File: src/acl_pkg.sv
// Package for the audio codec link controller.
// Assumes one 200 MHz core clock; the codec bit clock is sampled as data.
package acl_pkg;

  // ****************************************************************
  // Register offsets (byte addresses, one 32-bit word each)
  // ****************************************************************
  localparam logic [7:0] OFS_LINK_CONTROL = 8'h00; // Control
  localparam logic [7:0] OFS_TX_STATUS = 8'h04; // Transmit flags
  localparam logic [7:0] OFS_RX_STATUS = 8'h08; // Receive flags
  localparam logic [7:0] OFS_TX_INT_EN = 8'h0C; // Transmit enables
  localparam logic [7:0] OFS_RX_INT_EN = 8'h10; // Receive enables
  localparam logic [7:0] OFS_CODEC_ADDR = 8'h14; // Slot 1 value
  localparam logic [7:0] OFS_CODEC_DATA = 8'h18; // Slot 2 value
  localparam logic [7:0] OFS_LEFT = 8'h1C; // Slot 3 sample
  localparam logic [7:0] OFS_RIGHT = 8'h20; // Slot 4 sample

  // ****************************************************************
  // Link control field positions
  // ****************************************************************
  localparam int CTL_RX_DMA_EN = 0; // Receive DMA enable
  localparam int CTL_TX_DMA_EN = 1; // Transmit DMA enable
  localparam int CTL_RX_HALF = 2; // Receive DMA 16-bit size
  localparam int CTL_TX_HALF = 3; // Transmit DMA 16-bit size
  localparam int CTL_MONO = 4; // Only slot 3 requests DMA
  localparam int CTL_LINK_EN = 5; // Frame generation on
  localparam logic [31:0] CTL_RESET = 32'h0000_0000;

  // ****************************************************************
  // Status flag positions, shared by both status registers
  // ****************************************************************
  localparam int ST_SLOT1 = 0; // Slot 1 ready / sent
  localparam int ST_SLOT2 = 1; // Slot 2 ready / sent
  localparam int ST_SLOT3 = 2; // Left ready / requested
  localparam int ST_SLOT4 = 3; // Right ready / requested
  localparam int ST_ERR_L = 4; // Overrun or underrun left
  localparam int ST_ERR_R = 5; // Overrun or underrun right
  localparam int ST_W = 6; // Flag count
  localparam logic [5:0] ST_RESET = 6'h00;

  // ****************************************************************
  // Frame geometry
  // ****************************************************************
  localparam int FRAME_BITS = 256; // Bit clocks per frame
  localparam int TAG_BITS = 16; // Slot 0 length
  localparam int SLOT_BITS = 20; // Data slot length
  localparam logic [7:0] SYNC_END = 8'h0F; // Last sync bit

  // Bus request carrier
  typedef struct packed {
    logic [7:0] addr;
    logic [31:0] wdata;
    logic wr;
    logic rd;
  } acl_bus_s;

endpackage : acl_pkg

File: src/acl_link_ctrl.sv
// Audio codec link controller: frame slots 0 to 4, registers, DMA requests.
// Assumes a codec that supplies the bit clock and a plain register port.
// Overview of operation
// Shift input on bit clock, decode tags
// Update slot only when tagged; ignore 5-12
// Valid slots 1-4 load registers, set flags
// Overrun overwrites unread data, flags it
// Drive output on clock, set tag bits
// Send slots only when previously requested
// Payload in slots 1-4; writes update flags
// Underrun resends held transmit value
// 20-bit slot value in 32-bit word
// DMA slots 3,4; 16 or 20 bit size
// 20-bit: request per slot, mono one
// 16-bit: both samples packed left word
// Clearing DMA enable stops requests
// Each event has its own enable bit
// Write 0 clears flag, 1 keeps
// Software clears command flags before writes
// Controller generates frame sync itself
// Software idles link before clock stop
// Address slot 1, data slot 2, captured
// Samples held left-justified in registers
// Codec power-down needs reset to resume
// 256-bit frame, MSB first, edge timing
module acl_link_ctrl
  import acl_pkg::*;
(
  input wire logic core_clk_in, // 200 MHz core clock
  input wire logic resetn_in, // Synchronous reset, low
  input wire logic [7:0] reg_addr_in, // Register byte address
  input wire logic [31:0] reg_wdata_in, // Write data
  input wire logic reg_wr_in, // Write strobe
  input wire logic reg_rd_in, // Read strobe
  output logic [31:0] reg_rdata_out, // Read data, next cycle
  input wire logic codec_bit_clock_in, // Codec bit clock pin
  input wire logic codec_serial_in_in, // Codec data pin
  output logic codec_serial_out_out, // Data to codec
  output logic frame_sync_out, // Frame sync to codec
  output logic rx_dma_req_out, // Receive DMA request
  output logic tx_dma_req_out, // Transmit DMA request
  output logic irq_out // Combined event request
);

  // ****************************************************************
  // Declarations
  // ****************************************************************
  acl_bus_s bus; // Bundled register request
  logic [2:0] bclk_sync_q; // Bit clock synchroniser and history
  logic [1:0] sdin_sync_q; // Data input synchroniser
  logic rise; // Bit clock rising edge
  logic fall; // Bit clock falling edge
  logic [7:0] bit_cnt_q; // Position in frame, output side
  logic [7:0] rx_cnt_q; // Position in frame, input side
  logic [19:0] rx_shift_q; // Incoming slot shifter
  logic [4:0] rx_tag_q; // Received valid tags, slots 0-4
  logic [1:0] req_q; // Slot 3/4 request bits (low = request)
  logic [4:0] tx_tag_q; // Tags latched for current frame
  logic [19:0] tx_shift_q; // Outgoing slot shifter
  logic [31:0] ctl_q; // Link control
  logic [5:0] tx_st_q; // Transmit flags
  logic [5:0] rx_st_q; // Receive flags
  logic [5:0] tx_ie_q; // Transmit enables
  logic [5:0] rx_ie_q; // Receive enables
  logic [19:0] addr_q; // Codec register address
  logic [19:0] data_q; // Codec register data
  logic [19:0] left_q; // Left sample
  logic [19:0] right_q; // Right sample
  logic [19:0] tx_addr_q; // Command address to send
  logic [19:0] tx_data_q; // Command data to send
  logic [19:0] tx_left_q; // Playback left
  logic [19:0] tx_right_q; // Playback right
  logic [5:0] rx_set; // Receive events this cycle
  logic [5:0] tx_set; // Transmit events this cycle
  logic slot_end; // Last bit of a data slot received
  logic [2:0] slot_no; // Slot just received
  logic wr_left; // Software write of left word
  logic wr_right; // Software write of right word
  logic rd_left; // Software read of left word
  logic rd_right; // Software read of right word

  assign bus = '{addr: reg_addr_in, wdata: reg_wdata_in,
                 wr: reg_wr_in, rd: reg_rd_in};

  // Slot number of a frame bit position
  function automatic logic [3:0] slot_of(input logic [7:0] pos);
    if (pos < 8'(TAG_BITS)) begin
      slot_of = 4'h0;
    end else begin
      slot_of = 4'(((32'(pos) - TAG_BITS) / SLOT_BITS) + 1);
    end
  endfunction

  // Bit offset inside its slot
  function automatic logic [4:0] offs_of(input logic [7:0] pos);
    if (pos < 8'(TAG_BITS)) begin
      offs_of = pos[4:0];
    end else begin
      offs_of = 5'((32'(pos) - TAG_BITS) % SLOT_BITS);
    end
  endfunction

  // ****************************************************************
  // Pin synchronisers and bit clock edges
  // ****************************************************************
  // Two flops before any logic; third flop gives edge history
  always_ff @(posedge core_clk_in) begin
    if (!resetn_in) begin
      bclk_sync_q <= 3'h0;
      sdin_sync_q <= 2'h0;
    end else begin
      bclk_sync_q <= {bclk_sync_q[1:0], codec_bit_clock_in};
      sdin_sync_q <= {sdin_sync_q[0], codec_serial_in_in};
    end
  end
  assign rise = bclk_sync_q[1] & ~bclk_sync_q[2];
  assign fall = ~bclk_sync_q[1] & bclk_sync_q[2];

  // ****************************************************************
  // Frame counter, sync and transmit shifter
  // ****************************************************************
  // Output side advances on rising edges
  always_ff @(posedge core_clk_in) begin
    if (!resetn_in) begin
      bit_cnt_q <= 8'hFF;
      frame_sync_out <= 1'b0;
      codec_serial_out_out <= 1'b0;
      tx_shift_q <= 20'h00000;
      tx_tag_q <= 5'h00;
    end else if (rise && ctl_q[CTL_LINK_EN]) begin
      bit_cnt_q <= bit_cnt_q + 8'h01;
      frame_sync_out <= (bit_cnt_q == 8'hFF) ||
                        (bit_cnt_q < SYNC_END);
      if (bit_cnt_q == 8'hFF) begin
        // New frame: tag slots 3/4 when requested, 1/2 when their flag is clear
        tx_tag_q <= {~req_q[1], ~req_q[0], tx_st_q[ST_SLOT2] == 1'b0,
                     tx_st_q[ST_SLOT1] == 1'b0, 1'b1};
        codec_serial_out_out <= 1'b1; // Frame valid bit
        tx_shift_q <= {tx_st_q[ST_SLOT1] == 1'b0, tx_st_q[ST_SLOT2] == 1'b0,
                       ~req_q[0], ~req_q[1], 16'h0000};
      end else if (offs_of(bit_cnt_q + 8'h02) == 5'h00) begin
        // Load one bit early so the MSB leads the slot; 5-12 zeros
        case (slot_of(bit_cnt_q + 8'h02))
          4'h1: tx_shift_q <= tx_tag_q[1] ? tx_addr_q : 20'h00000;
          4'h2: tx_shift_q <= tx_tag_q[2] ? tx_data_q : 20'h00000;
          4'h3: tx_shift_q <= tx_tag_q[3] ? tx_left_q : 20'h00000;
          4'h4: tx_shift_q <= tx_tag_q[4] ? tx_right_q : 20'h00000;
          default: tx_shift_q <= 20'h00000;
        endcase
        codec_serial_out_out <= tx_shift_q[19]; // Last bit of old slot
      end else begin
        codec_serial_out_out <= tx_shift_q[19];
        tx_shift_q <= {tx_shift_q[18:0], 1'b0};
      end
    end
  end

  // ****************************************************************
  // Receive shifter and tag decode
  // ****************************************************************
  // Input sampled on falling edges
  assign slot_end = fall && ctl_q[CTL_LINK_EN] &&
                    (rx_cnt_q >= 8'(TAG_BITS)) &&
                    (offs_of(rx_cnt_q) == 5'(SLOT_BITS - 1));
  assign slot_no = (slot_of(rx_cnt_q) <= 4'h4) ? 3'(slot_of(rx_cnt_q)) : 3'h0;

  always_ff @(posedge core_clk_in) begin
    if (!resetn_in) begin
      rx_cnt_q <= 8'h00;
      rx_shift_q <= 20'h00000;
      rx_tag_q <= 5'h00;
    end else if (fall && ctl_q[CTL_LINK_EN]) begin
      rx_cnt_q <= bit_cnt_q;
      rx_shift_q <= {rx_shift_q[18:0], sdin_sync_q[1]};
      if (bit_cnt_q == 8'(TAG_BITS - 1)) begin
        // Slot 0 complete; tags of slots 5-12 dropped
        rx_tag_q <= {rx_shift_q[10], rx_shift_q[11], rx_shift_q[12],
                     rx_shift_q[13], rx_shift_q[14]};
      end
    end
  end

  // Slot 1 of input carries request bits 3/4 (low = send)
  always_ff @(posedge core_clk_in) begin
    if (!resetn_in) begin
      req_q <= 2'h3;
    end else if (slot_end && slot_no == 3'h1) begin
      req_q <= {rx_shift_q[10], rx_shift_q[11]};
    end
  end

  // ****************************************************************
  // Holding registers and events
  // ****************************************************************
  assign wr_left = bus.wr && bus.addr == OFS_LEFT;
  assign wr_right = bus.wr && bus.addr == OFS_RIGHT;
  assign rd_left = bus.rd && bus.addr == OFS_LEFT;
  assign rd_right = bus.rd && bus.addr == OFS_RIGHT;

  // Receive data only on tagged slots 1-4
  always_comb begin
    rx_set = 6'h00;
    if (slot_end && slot_no >= 3'h1 && slot_no <= 3'h4 &&
        rx_tag_q[slot_no]) begin
      rx_set[slot_no - 3'h1] = 1'b1;
      if (slot_no == 3'h3 && rx_st_q[ST_SLOT3]) begin
        rx_set[ST_ERR_L] = 1'b1;
      end
      if (slot_no == 3'h4 && rx_st_q[ST_SLOT4]) begin
        rx_set[ST_ERR_R] = 1'b1;
      end
    end
  end

  // Transmit events at frame start; flag high means buffer empty
  always_comb begin
    tx_set = 6'h00;
    if (rise && ctl_q[CTL_LINK_EN] && bit_cnt_q == 8'hFF) begin
      tx_set[ST_SLOT1] = tx_st_q[ST_SLOT1] == 1'b0;
      tx_set[ST_SLOT2] = tx_st_q[ST_SLOT2] == 1'b0;
      tx_set[ST_SLOT3] = ~req_q[0];
      tx_set[ST_SLOT4] = ~req_q[1];
      tx_set[ST_ERR_L] = ~req_q[0] & tx_st_q[ST_SLOT3];
      tx_set[ST_ERR_R] = ~req_q[1] & tx_st_q[ST_SLOT4];
    end
  end

  // Captured status and samples, left-justified
  always_ff @(posedge core_clk_in) begin
    if (!resetn_in) begin
      addr_q <= 20'h00000;
      data_q <= 20'h00000;
      left_q <= 20'h00000;
      right_q <= 20'h00000;
    end else if (rx_set[ST_SLOT1]) begin
      addr_q <= rx_shift_q;
    end else if (rx_set[ST_SLOT2]) begin
      data_q <= rx_shift_q;
    end else if (rx_set[ST_SLOT3]) begin
      left_q <= rx_shift_q; // Overwrites unread
    end else if (rx_set[ST_SLOT4]) begin
      right_q <= rx_shift_q;
    end
  end

  // Transmit buffers keep old value until rewritten
  always_ff @(posedge core_clk_in) begin
    if (!resetn_in) begin
      tx_addr_q <= 20'h00000;
      tx_data_q <= 20'h00000;
      tx_left_q <= 20'h00000;
      tx_right_q <= 20'h00000;
    end else if (bus.wr) begin
      case (bus.addr)
        OFS_CODEC_ADDR: tx_addr_q <= bus.wdata[31:12];
        OFS_CODEC_DATA: tx_data_q <= bus.wdata[31:12];
        OFS_LEFT: begin
          if (ctl_q[CTL_TX_HALF]) begin
            // Packed left and right halves
            tx_left_q <= {bus.wdata[31:16], 4'h0};
            tx_right_q <= {bus.wdata[15:0], 4'h0};
          end else begin
            tx_left_q <= bus.wdata[31:12];
          end
        end
        OFS_RIGHT: tx_right_q <= bus.wdata[31:12];
        default: ;
      endcase
    end
  end

  // ****************************************************************
  // Control and enable registers
  // ****************************************************************
  always_ff @(posedge core_clk_in) begin
    if (!resetn_in) begin
      ctl_q <= CTL_RESET;
      tx_ie_q <= ST_RESET;
      rx_ie_q <= ST_RESET;
    end else if (bus.wr) begin
      case (bus.addr)
        OFS_LINK_CONTROL: ctl_q <= {26'h0, bus.wdata[5:0]};
        OFS_TX_INT_EN: tx_ie_q <= bus.wdata[5:0];
        OFS_RX_INT_EN: rx_ie_q <= bus.wdata[5:0];
        default: ;
      endcase
    end
  end

  // ****************************************************************
  // Status flags: set wins, write 0 clears, write 1 keeps
  // ****************************************************************
  always_ff @(posedge core_clk_in) begin
    if (!resetn_in) begin
      rx_st_q <= ST_RESET;
    end else begin
      rx_st_q <= (rx_st_q & ~((bus.wr && bus.addr == OFS_RX_STATUS) ?
                 ~bus.wdata[5:0] : 6'h00)
                 & ~(rd_left && !ctl_q[CTL_RX_HALF] ? 6'h04 : 6'h00)
                 & ~(rd_left && ctl_q[CTL_RX_HALF] ? 6'h0C : 6'h00)
                 & ~(rd_right ? 6'h08 : 6'h00)) | rx_set;
    end
  end

  always_ff @(posedge core_clk_in) begin
    if (!resetn_in) begin
      tx_st_q <= ST_RESET;
    end else begin
      tx_st_q <= (tx_st_q & ~((bus.wr && bus.addr == OFS_TX_STATUS) ?
                 ~bus.wdata[5:0] : 6'h00)
                 & ~(wr_left && !ctl_q[CTL_TX_HALF] ? 6'h04 : 6'h00)
                 & ~(wr_left && ctl_q[CTL_TX_HALF] ? 6'h0C : 6'h00)
                 & ~(wr_right ? 6'h08 : 6'h00)) | tx_set;
    end
  end

  // ****************************************************************
  // DMA requests and event output
  // ****************************************************************
  // Requests gated by enables; mono uses slot 3 only
  always_ff @(posedge core_clk_in) begin
    if (!resetn_in) begin
      rx_dma_req_out <= 1'b0;
      tx_dma_req_out <= 1'b0;
      irq_out <= 1'b0;
    end else begin
      rx_dma_req_out <= ctl_q[CTL_RX_DMA_EN] && (ctl_q[CTL_RX_HALF] ?
        rx_st_q[ST_SLOT3] && (ctl_q[CTL_MONO] || rx_st_q[ST_SLOT4]) :
        rx_st_q[ST_SLOT3] || (!ctl_q[CTL_MONO] && rx_st_q[ST_SLOT4]));
      tx_dma_req_out <= ctl_q[CTL_TX_DMA_EN] && (ctl_q[CTL_TX_HALF] ?
        tx_st_q[ST_SLOT3] && (ctl_q[CTL_MONO] || tx_st_q[ST_SLOT4]) :
        tx_st_q[ST_SLOT3] || (!ctl_q[CTL_MONO] && tx_st_q[ST_SLOT4]));
      irq_out <= |(rx_st_q & rx_ie_q) || |(tx_st_q & tx_ie_q);
    end
  end

  // ****************************************************************
  // Register read port
  // ****************************************************************
  always_ff @(posedge core_clk_in) begin
    if (!resetn_in) begin
      reg_rdata_out <= 32'h0000_0000;
    end else if (bus.rd) begin
      case (bus.addr)
        OFS_LINK_CONTROL: reg_rdata_out <= ctl_q;
        OFS_TX_STATUS: reg_rdata_out <= {26'h0, tx_st_q};
        OFS_RX_STATUS: reg_rdata_out <= {26'h0, rx_st_q};
        OFS_TX_INT_EN: reg_rdata_out <= {26'h0, tx_ie_q};
        OFS_RX_INT_EN: reg_rdata_out <= {26'h0, rx_ie_q};
        OFS_CODEC_ADDR: reg_rdata_out <= {addr_q, 12'h000};
        OFS_CODEC_DATA: reg_rdata_out <= {data_q, 12'h000};
        OFS_LEFT: reg_rdata_out <= ctl_q[CTL_RX_HALF] ?
          {left_q[19:4], right_q[19:4]} : {left_q, 12'h000};
        OFS_RIGHT: reg_rdata_out <= {right_q, 12'h000};
        default: reg_rdata_out <= 32'h0000_0000;
      endcase
    end else begin
      reg_rdata_out <= 32'h0000_0000;
    end
  end

endmodule // acl_link_ctrl

File: config.mk
export PLATFORM = sky130hd
export DESIGN_NAME = acl_link_ctrl
export DESIGN_NICKNAME = d
export VERILOG_FILES = /design/src/acl_pkg.sv /design/src/acl_link_ctrl.sv
export SDC_FILE = /design/constraint.sdc
export NUM_CORES = 1
export LEC_CHECK = 0
export BUFFER_PORTS_ARGS = -buffer_cell sky130_fd_sc_hd__buf_2
export CAP_MARGIN = 20
export CORE_MARGIN = 2
export CORE_UTILIZATION = 47
export CTS_CLUSTER_SIZE = 25
export DETAILED_ROUTE_END_ITERATION = 16
export SLEW_MARGIN = 20
export SYNTH_ARGS = -nofsm -noshare
export SYNTH_HDL_FRONTEND = slang
export SYNTH_SLANG_ARGS = --single-unit
File: constraint.sdc
create_clock -name core_clk_in -period 10 [get_ports core_clk_in]
set_input_delay 1 -clock core_clk_in [delete_from_list [all_inputs] [get_ports core_clk_in]]
set_output_delay 1 -clock core_clk_in [all_outputs]
set_load 0.03 [all_outputs]
==> impl_metrics.tcl, run 1 <==
set metrics [dict create \
    hold_start "bclk_sync_q[0]" \
    worstRegToRegCells 30 \
    dp_hpwl_um 25500 \
    dr.pass1.iters 8 \
    cts_tree "yes" \
    rsz0062_at_grt "false" \
    dp.cells 2047 \
    avgSynthCellArea_um2 8.16 \
    drive_gt1_share_pct 10.4 \
    status "completed" \
    rrSetupSlack_ns 1.39 \
    critPathMaxFanout 26 \
    clkSinkCount 299 \
    cts_buffers 31 \
    clk_pin_slew_ns 0.07 \
    viasPerCell 5.90 \
    antenna_found_initial 4 \
    final_hold_viol_count 0 \
    cp-start-kind "register" \
    ys_seq_area_share_pct 43.3 \
    final_antenna_net_count 0 \
    powerDensity_nw_per_um2 159 \
    first_global_vias 11700 \
    htree_num_levels 1 \
    critPathKind "register to register" \
    cts_resized 0 \
    synth_top_area_share_pct 43.3 \
    numPortBuffers 82 \
    layout_min_cycle_time_ns 8.61 \
    cts_buffer_depth 3 \
    vdd_drop_max_mv 0.146 \
    chipHeight_um 175 \
    multi_input_area_um2 7230 \
    synth.most_common_cell "dfxtp_1" \
    clkLatencyLatePin_ns 0.57 \
    num_rows 62 \
    clock_skew_ns 0.0187 \
    route.detailed.drc 0 \
    slew-limit-headroom_pct 31.6 \
    seq_area_um2 5990 \
    hold_path_depth 1 \
    synth_area_leader_cell "dfxtp_1" \
    reg2reg_from "bit_cnt_q[3]" \
    ys.warnings.count 0 \
    wl_um 39300 \
    power.leakage_uw 0.00571 \
    wl_per_cell_um 18.7 \
    num_vias 12400 \
    place_congestion 0.908 \
    ys_top_cells_by_area "dfxtp_1 (43%), nand2_1 (7.9%), a21oi_1 (7.6%), mux2i_1 (6.7%), nor2_1 (4.2%)" \
    holdPathEnd "bclk_sync_q[1]" \
    fp.dieW_um 175 \
    synth_edf_count 0 \
    grt_pass1_wl_um 62900 \
    grt-ovfl-total 0 \
    arrival_ns 9.09 \
    setup_tns_ns 0 \
    grt_util_all_layers_pct 24.9 \
    synth_seq_cells 299 \
    fp.coreArea_um2 28800 \
    final_max_slew_viol_count 0 \
    ys_types 78 \
    fin_cells 2105 \
    grt_max_degree 98 \
    cap_violations 0 \
    worst_setup_path_end_kind "register" \
    fillers 2739 \
    critPathSlowestCell "nand3_1" \
    area_growth_pct 11.0 \
    holdBufCountCts 0 \
    hold_class "register to register" \
    die-area_um2 30800 \
    nNetsFinal 1759 \
    start_util_pct 48.0 \
    synthCells 1693 \
    cpMostUsedCell "ha_1" \
    cts_root_buffer "clkbuf_16" \
    fin_crit_sh_pct 86.1 \
    io-pin-count 83 \
    yosys-top-cells-count "dfxtp_1 (299), nand2_1 (292), a21oi_1 (209)" \
    critPathMaxStageDelay_ns 0.68 \
    final-setup-viol-count 0 \
    required_ns 10.48 \
    netlist_area_um2 13800 \
    r2r_end "tx_shift_q[14]" \
    synthArstFlopShare_pct 0 \
    worst_slew_pin_slew_ns 1.03 \
    cts_setup_buffers 0 \
    fmaxAchievable_mhz 116 \
    drt_iter0_drc 1085 \
    synthFlopType "dfxtp_1" \
]
==> routing by layer <==
layer	GRT usage [%]	up-vias	share of wire, %
met1	34.8	5942	46
met2	40.2	367	46
met3	3.31	63	5.2
met4	7.20	6	2.5
met5	0	-	0.10
li1	-	6033	-
==> per-stage QoR <==
step / hold slack (ns) / utilization, % / worst slack [ns] / power, uW / area, um^2
finish: 0.432 / 53.3 / 1.39 / 2440 / 15300
global route: 0.451 / 53.3 / 0.413 / 2510 / 15300
CTS: 0.435 / 53.3 / 1.50 / 2450 / 15300
detailed placement: 0.422 / 49.7 / 1.54 / 1300 / 14300
global placement: 0.415 / 49.7 / 1.74 / 1300 / 14300
floorplan: 0.412 / - / 3.01 / 1270 / 13800
==> worst max-delay path by stage <==
stage,start,endpoint,cells past startpoint
3_5_place_dp,bit_cnt_q[3],tx_shift_q[14],30
3_3_place_gp,bit_cnt_q[3],tx_shift_q[12],30
6_report,bit_cnt_q[3],tx_shift_q[14],30
5_1_grt,bit_cnt_q[1],tx_shift_q[7],30
2_1_floorplan,bit_cnt_q[3],tx_shift_q[10],37
4_1_cts,bit_cnt_q[3],tx_shift_q[14],30
==> cell type report <==
cell class,count,area share (%)
Multi-Input combinational cell,1249,47.1
Sequential cell,299,39.0
Clock buffer,50,6.05
Timing Repair Buffer,99,3.51
Tap cell,384,3.13
Clock inverter,7,0.694
Inverter,16,0.424
Antenna cell,1,0.0163
==> registers in the layout, summed over array words and instances, names as in the netlist, 20 cells and up <==
name           cells
tx_addr_q         20
tx_shift_q        20
addr_q            20
rx_shift_q        20
data_q            20
tx_data_q         20
tx_left_q         20
right_q           20
left_q            20
tx_right_q        20
reg_rdata_out     32
==> power by group <==
part	switching [uW]	internal [uW]	leakage, uW
Clock	482	686	0.000503
Sequential	0.780	1190	0.00241
Combinational	57.2	20.9	0.00280
==> critical path: cells and delay by family (launching register included) <==
| family | cells | cell delay [ns] |
|---|---|---|
| flip-flops | 1 | 0.59 |
| AND/OR/NAND/NOR | 12 | 2.79 |
| adder cells (fa/ha/maj) | 4 | 1.46 |
| AO/OA/AOI/OAI | 9 | 2.56 |
| buffers and inverters | 3 | 0.81 |
| XOR/XNOR | 1 | 0.18 |
| multiplexers | 1 | 0.09 |
==> layout by cell type, fill, tap and decap left out, drive strengths merged, types with 7 or more instances in the layout <==
master / Yosys / layout
nor2: 155 / 155
a31oi: 17 / 17
nand2: 293 / 293
o31ai: 10 / 10
buf: 29 / 99
a22oi: 59 / 59
nor3: 26 / 26
xnor2: 13 / 13
mux2i: 92 / 92
nand4: 7 / 7
xor2: 7 / 7
a222oi: 11 / 11
ha: 17 / 17
a21oi: 209 / 209
a311oi: 21 / 21
nand3b: 11 / 11
o21a: 7 / 7
a221oi: 8 / 8
nand3: 90 / 90
inv: 15 / 18
o211ai: 8 / 8
and3: 10 / 10
a22o: 23 / 23
dfxtp: 299 / 299
o21ai: 54 / 54
nand2b: 7 / 7
clkbuf: 101 / 50
and2: 17 / 17
==> kinds of logic after synthesis <==
logic type | share of synthesized area, %
DFF | 43.3
other | 0.0272
and+or+nand+nor | 20.5
AOI/OAI and AO/OA | 21.7
xor gates and xnor gates | 1.27
muxes | 7.16
buffers and inverters | 4.43
adders and majority gates | 1.54
Note: power is estimated with default switching activity, not from simulation.
==> run 2: changes to the inputs <==
CAP_MARGIN = default   (was 20)
MAX_ROUTING_LAYER = met4   (was default)
==> impl_metrics.tcl, run 2 (synthesis gave the netlist of run 1 again) <==
set metrics [dict create \
    status "completed" \
    cts_resized 0 \
    area_growth_pct 11.6 \
    cpMostUsedCell "ha_1" \
    critPathMaxStageDelay_ns 0.69 \
    pwr-share-comb_pct 3.1 \
    num_rows 62 \
    chipHeight_um 175 \
    grt-ovfl-total 0 \
    cp-start-kind "register" \
    required_ns 10.42 \
    critPathKind "register to register" \
    arrival_ns 9.17 \
    final_max_slew_viol_count 0 \
    clkSinkCount 299 \
    clock_skew_ns 0.0138 \
    worst_setup_path_end_kind "register" \
    r2r_end "tx_shift_q[1]" \
    htree_num_levels 2 \
    io-pin-count 83 \
    reg2reg_from "bit_cnt_q[3]" \
    worstRegToRegCells 30 \
    hold_start "bclk_sync_q[0]" \
    wl_per_cell_um 18.5 \
    final_common_cell "dfxtp_1" \
    clkPwrFrac_pct 49.2 \
    final_hold_viol_count 0 \
    power_uw 2500 \
    internal-power_uw 1960 \
    critPathMaxFanout 26 \
    fp.coreArea_um2 28800 \
    largest_register_ffs 32 \
    slew-limit-headroom_pct 37.0 \
    cts_tree "yes" \
    dp.cells 2048 \
    first_global_vias 11300 \
    switchingPower_uw 544 \
    power.leakage_uw 0.00576 \
    clkLatencyLatePin_ns 0.50 \
    place_congestion 0.910 \
    worst_slew_pin_slew_ns 0.943 \
    cts_buffers 34 \
    powerDensity_nw_per_um2 163 \
    fillers 2724 \
    nNetsFinal 1763 \
    cap_violations 0 \
    grt_util_all_layers_pct 25.2 \
    fp.dieW_um 175 \
    fmaxAchievable_mhz 114 \
    antenna_found_initial 4 \
    final_core_util_pct 53.5 \
    fin_cells 2109 \
    start_util_pct 48.0 \
    route.detailed.drc 0 \
    hold_ws_ns 0.432 \
    viasPerCell 5.84 \
    dr.pass1.iters 7 \
    cts_setup_buffers 0 \
    layout_min_cycle_time_ns 8.74 \
    rrSetupSlack_ns 1.26 \
    critPathSlowestCell "nand3_1" \
    final_antenna_net_count 0 \
    hold_path_depth 1 \
    cts_root_buffer "clkbuf_16" \
    drive_gt1_share_pct 10.7 \
    dp_hpwl_um 25200 \
    fin_crit_sh_pct 87.4 \
    holdBufCountCts 0 \
    p_seq_share_pct 47.6 \
    num_vias 12300 \
    top_register "reg_rdata_out" \
    cts_buffer_depth 3 \
    setup_tns_ns 0 \
    final-setup-viol-count 0 \
    clk_pin_slew_ns 0.05 \
    numPortBuffers 82 \
    drt_iter0_drc 1134 \
    grt_pass1_wl_um 61500 \
    grt_max_degree 92 \
    die-area_um2 30800 \
    holdPathEnd "bclk_sync_q[1]" \
    switching_share_pct 21.7 \
    final_cell_mix "dfxtp_1 (299), nand2_1 (291), a21oi_1 (209), nor2_1 (153), mux2i_1 (92)" \
    rsz0062_at_grt "false" \
    wl_um 38900 \
    hold_class "register to register" \
    vdd_drop_max_mv 0.122 \
]
run 2: cell types whose count changed in the layout (fill, tap and decap cells not counted):
cell	previous run	this run
clkbuf_1	11	7
clkbuf_16	31	35
clkbuf_8	8	4
clkinv_2	2	6
diode_2	1	4
buf_4	17	18
bufinv_16	2	3
clkinvlp_4	1	0
inv_16	1	0
inv_6	2	3
run 2: worst max path at each step:
stage                       from        endpoint  cells after the start
floorplan           bit_cnt_q[3]  tx_shift_q[10]                     37
global placement    bit_cnt_q[3]  tx_shift_q[11]                     30
detailed placement  bit_cnt_q[3]   tx_shift_q[7]                     30
CTS                 bit_cnt_q[3]   tx_shift_q[1]                     30
global route        bit_cnt_q[3]   tx_shift_q[5]                     30
finish              bit_cnt_q[3]   tx_shift_q[1]                     30
run 2: layout make-up:
type | instances | area (um^2) | area share [%]
Antenna cell | 4 | 10.0 | 0.0650
Clock buffer | 46 | 957 | 6.21
Clock inverter | 11 | 138 | 0.893
Inverter | 16 | 65.1 | 0.422
Multi-Input combinational cell | 1249 | 7230 | 46.9
Sequential cell | 299 | 5990 | 38.8
Tap cell | 384 | 480 | 3.12
Timing Repair Buffer | 100 | 546 | 3.54
run 2: per-layer routing:
metal / global-route usage [%] / up-vias / share of wire, %
li1: - / 6026 / -
met4: 7.89 / 0 / 2.5
met5: - / - / 0
met3: 3.64 / 72 / 5.9
met1: 34.4 / 5817 / 46
met2: 38.8 / 397 / 45
run 2: power by group through the flow:
stage / clock network (uW) / logic [uW] / registers, uW
floorplan: 0 / 45.8 / 1220
global placement: 0 / 77.7 / 1220
detailed placement: 0 / 76.9 / 1220
CTS: 1250 / 77.2 / 1190
global route: 1310 / 85.0 / 1190
finish: 1230 / 78.3 / 1190
run 2: critical path, delay by kind of cell, from the launching register on:
family                   cells  cell delay [ns]
AND/OR/NAND/NOR             11             2.79
AO/OA/AOI/OAI               10             2.68
adder cells (fa/ha/maj)      4             1.44
buffers and inverters        3             0.85
flip-flops                   1             0.61
XOR/XNOR                     1             0.18
multiplexers                 1             0.10
run 2: through the flow:
step	cell area, um^2	setup slack (ns)
2_1_floorplan	13800	3.01
3_3_place_gp	14300	1.74
3_5_place_dp	14300	1.45
4_1_cts	15400	1.44
5_1_grt	15400	0.568
6_report	15400	1.26
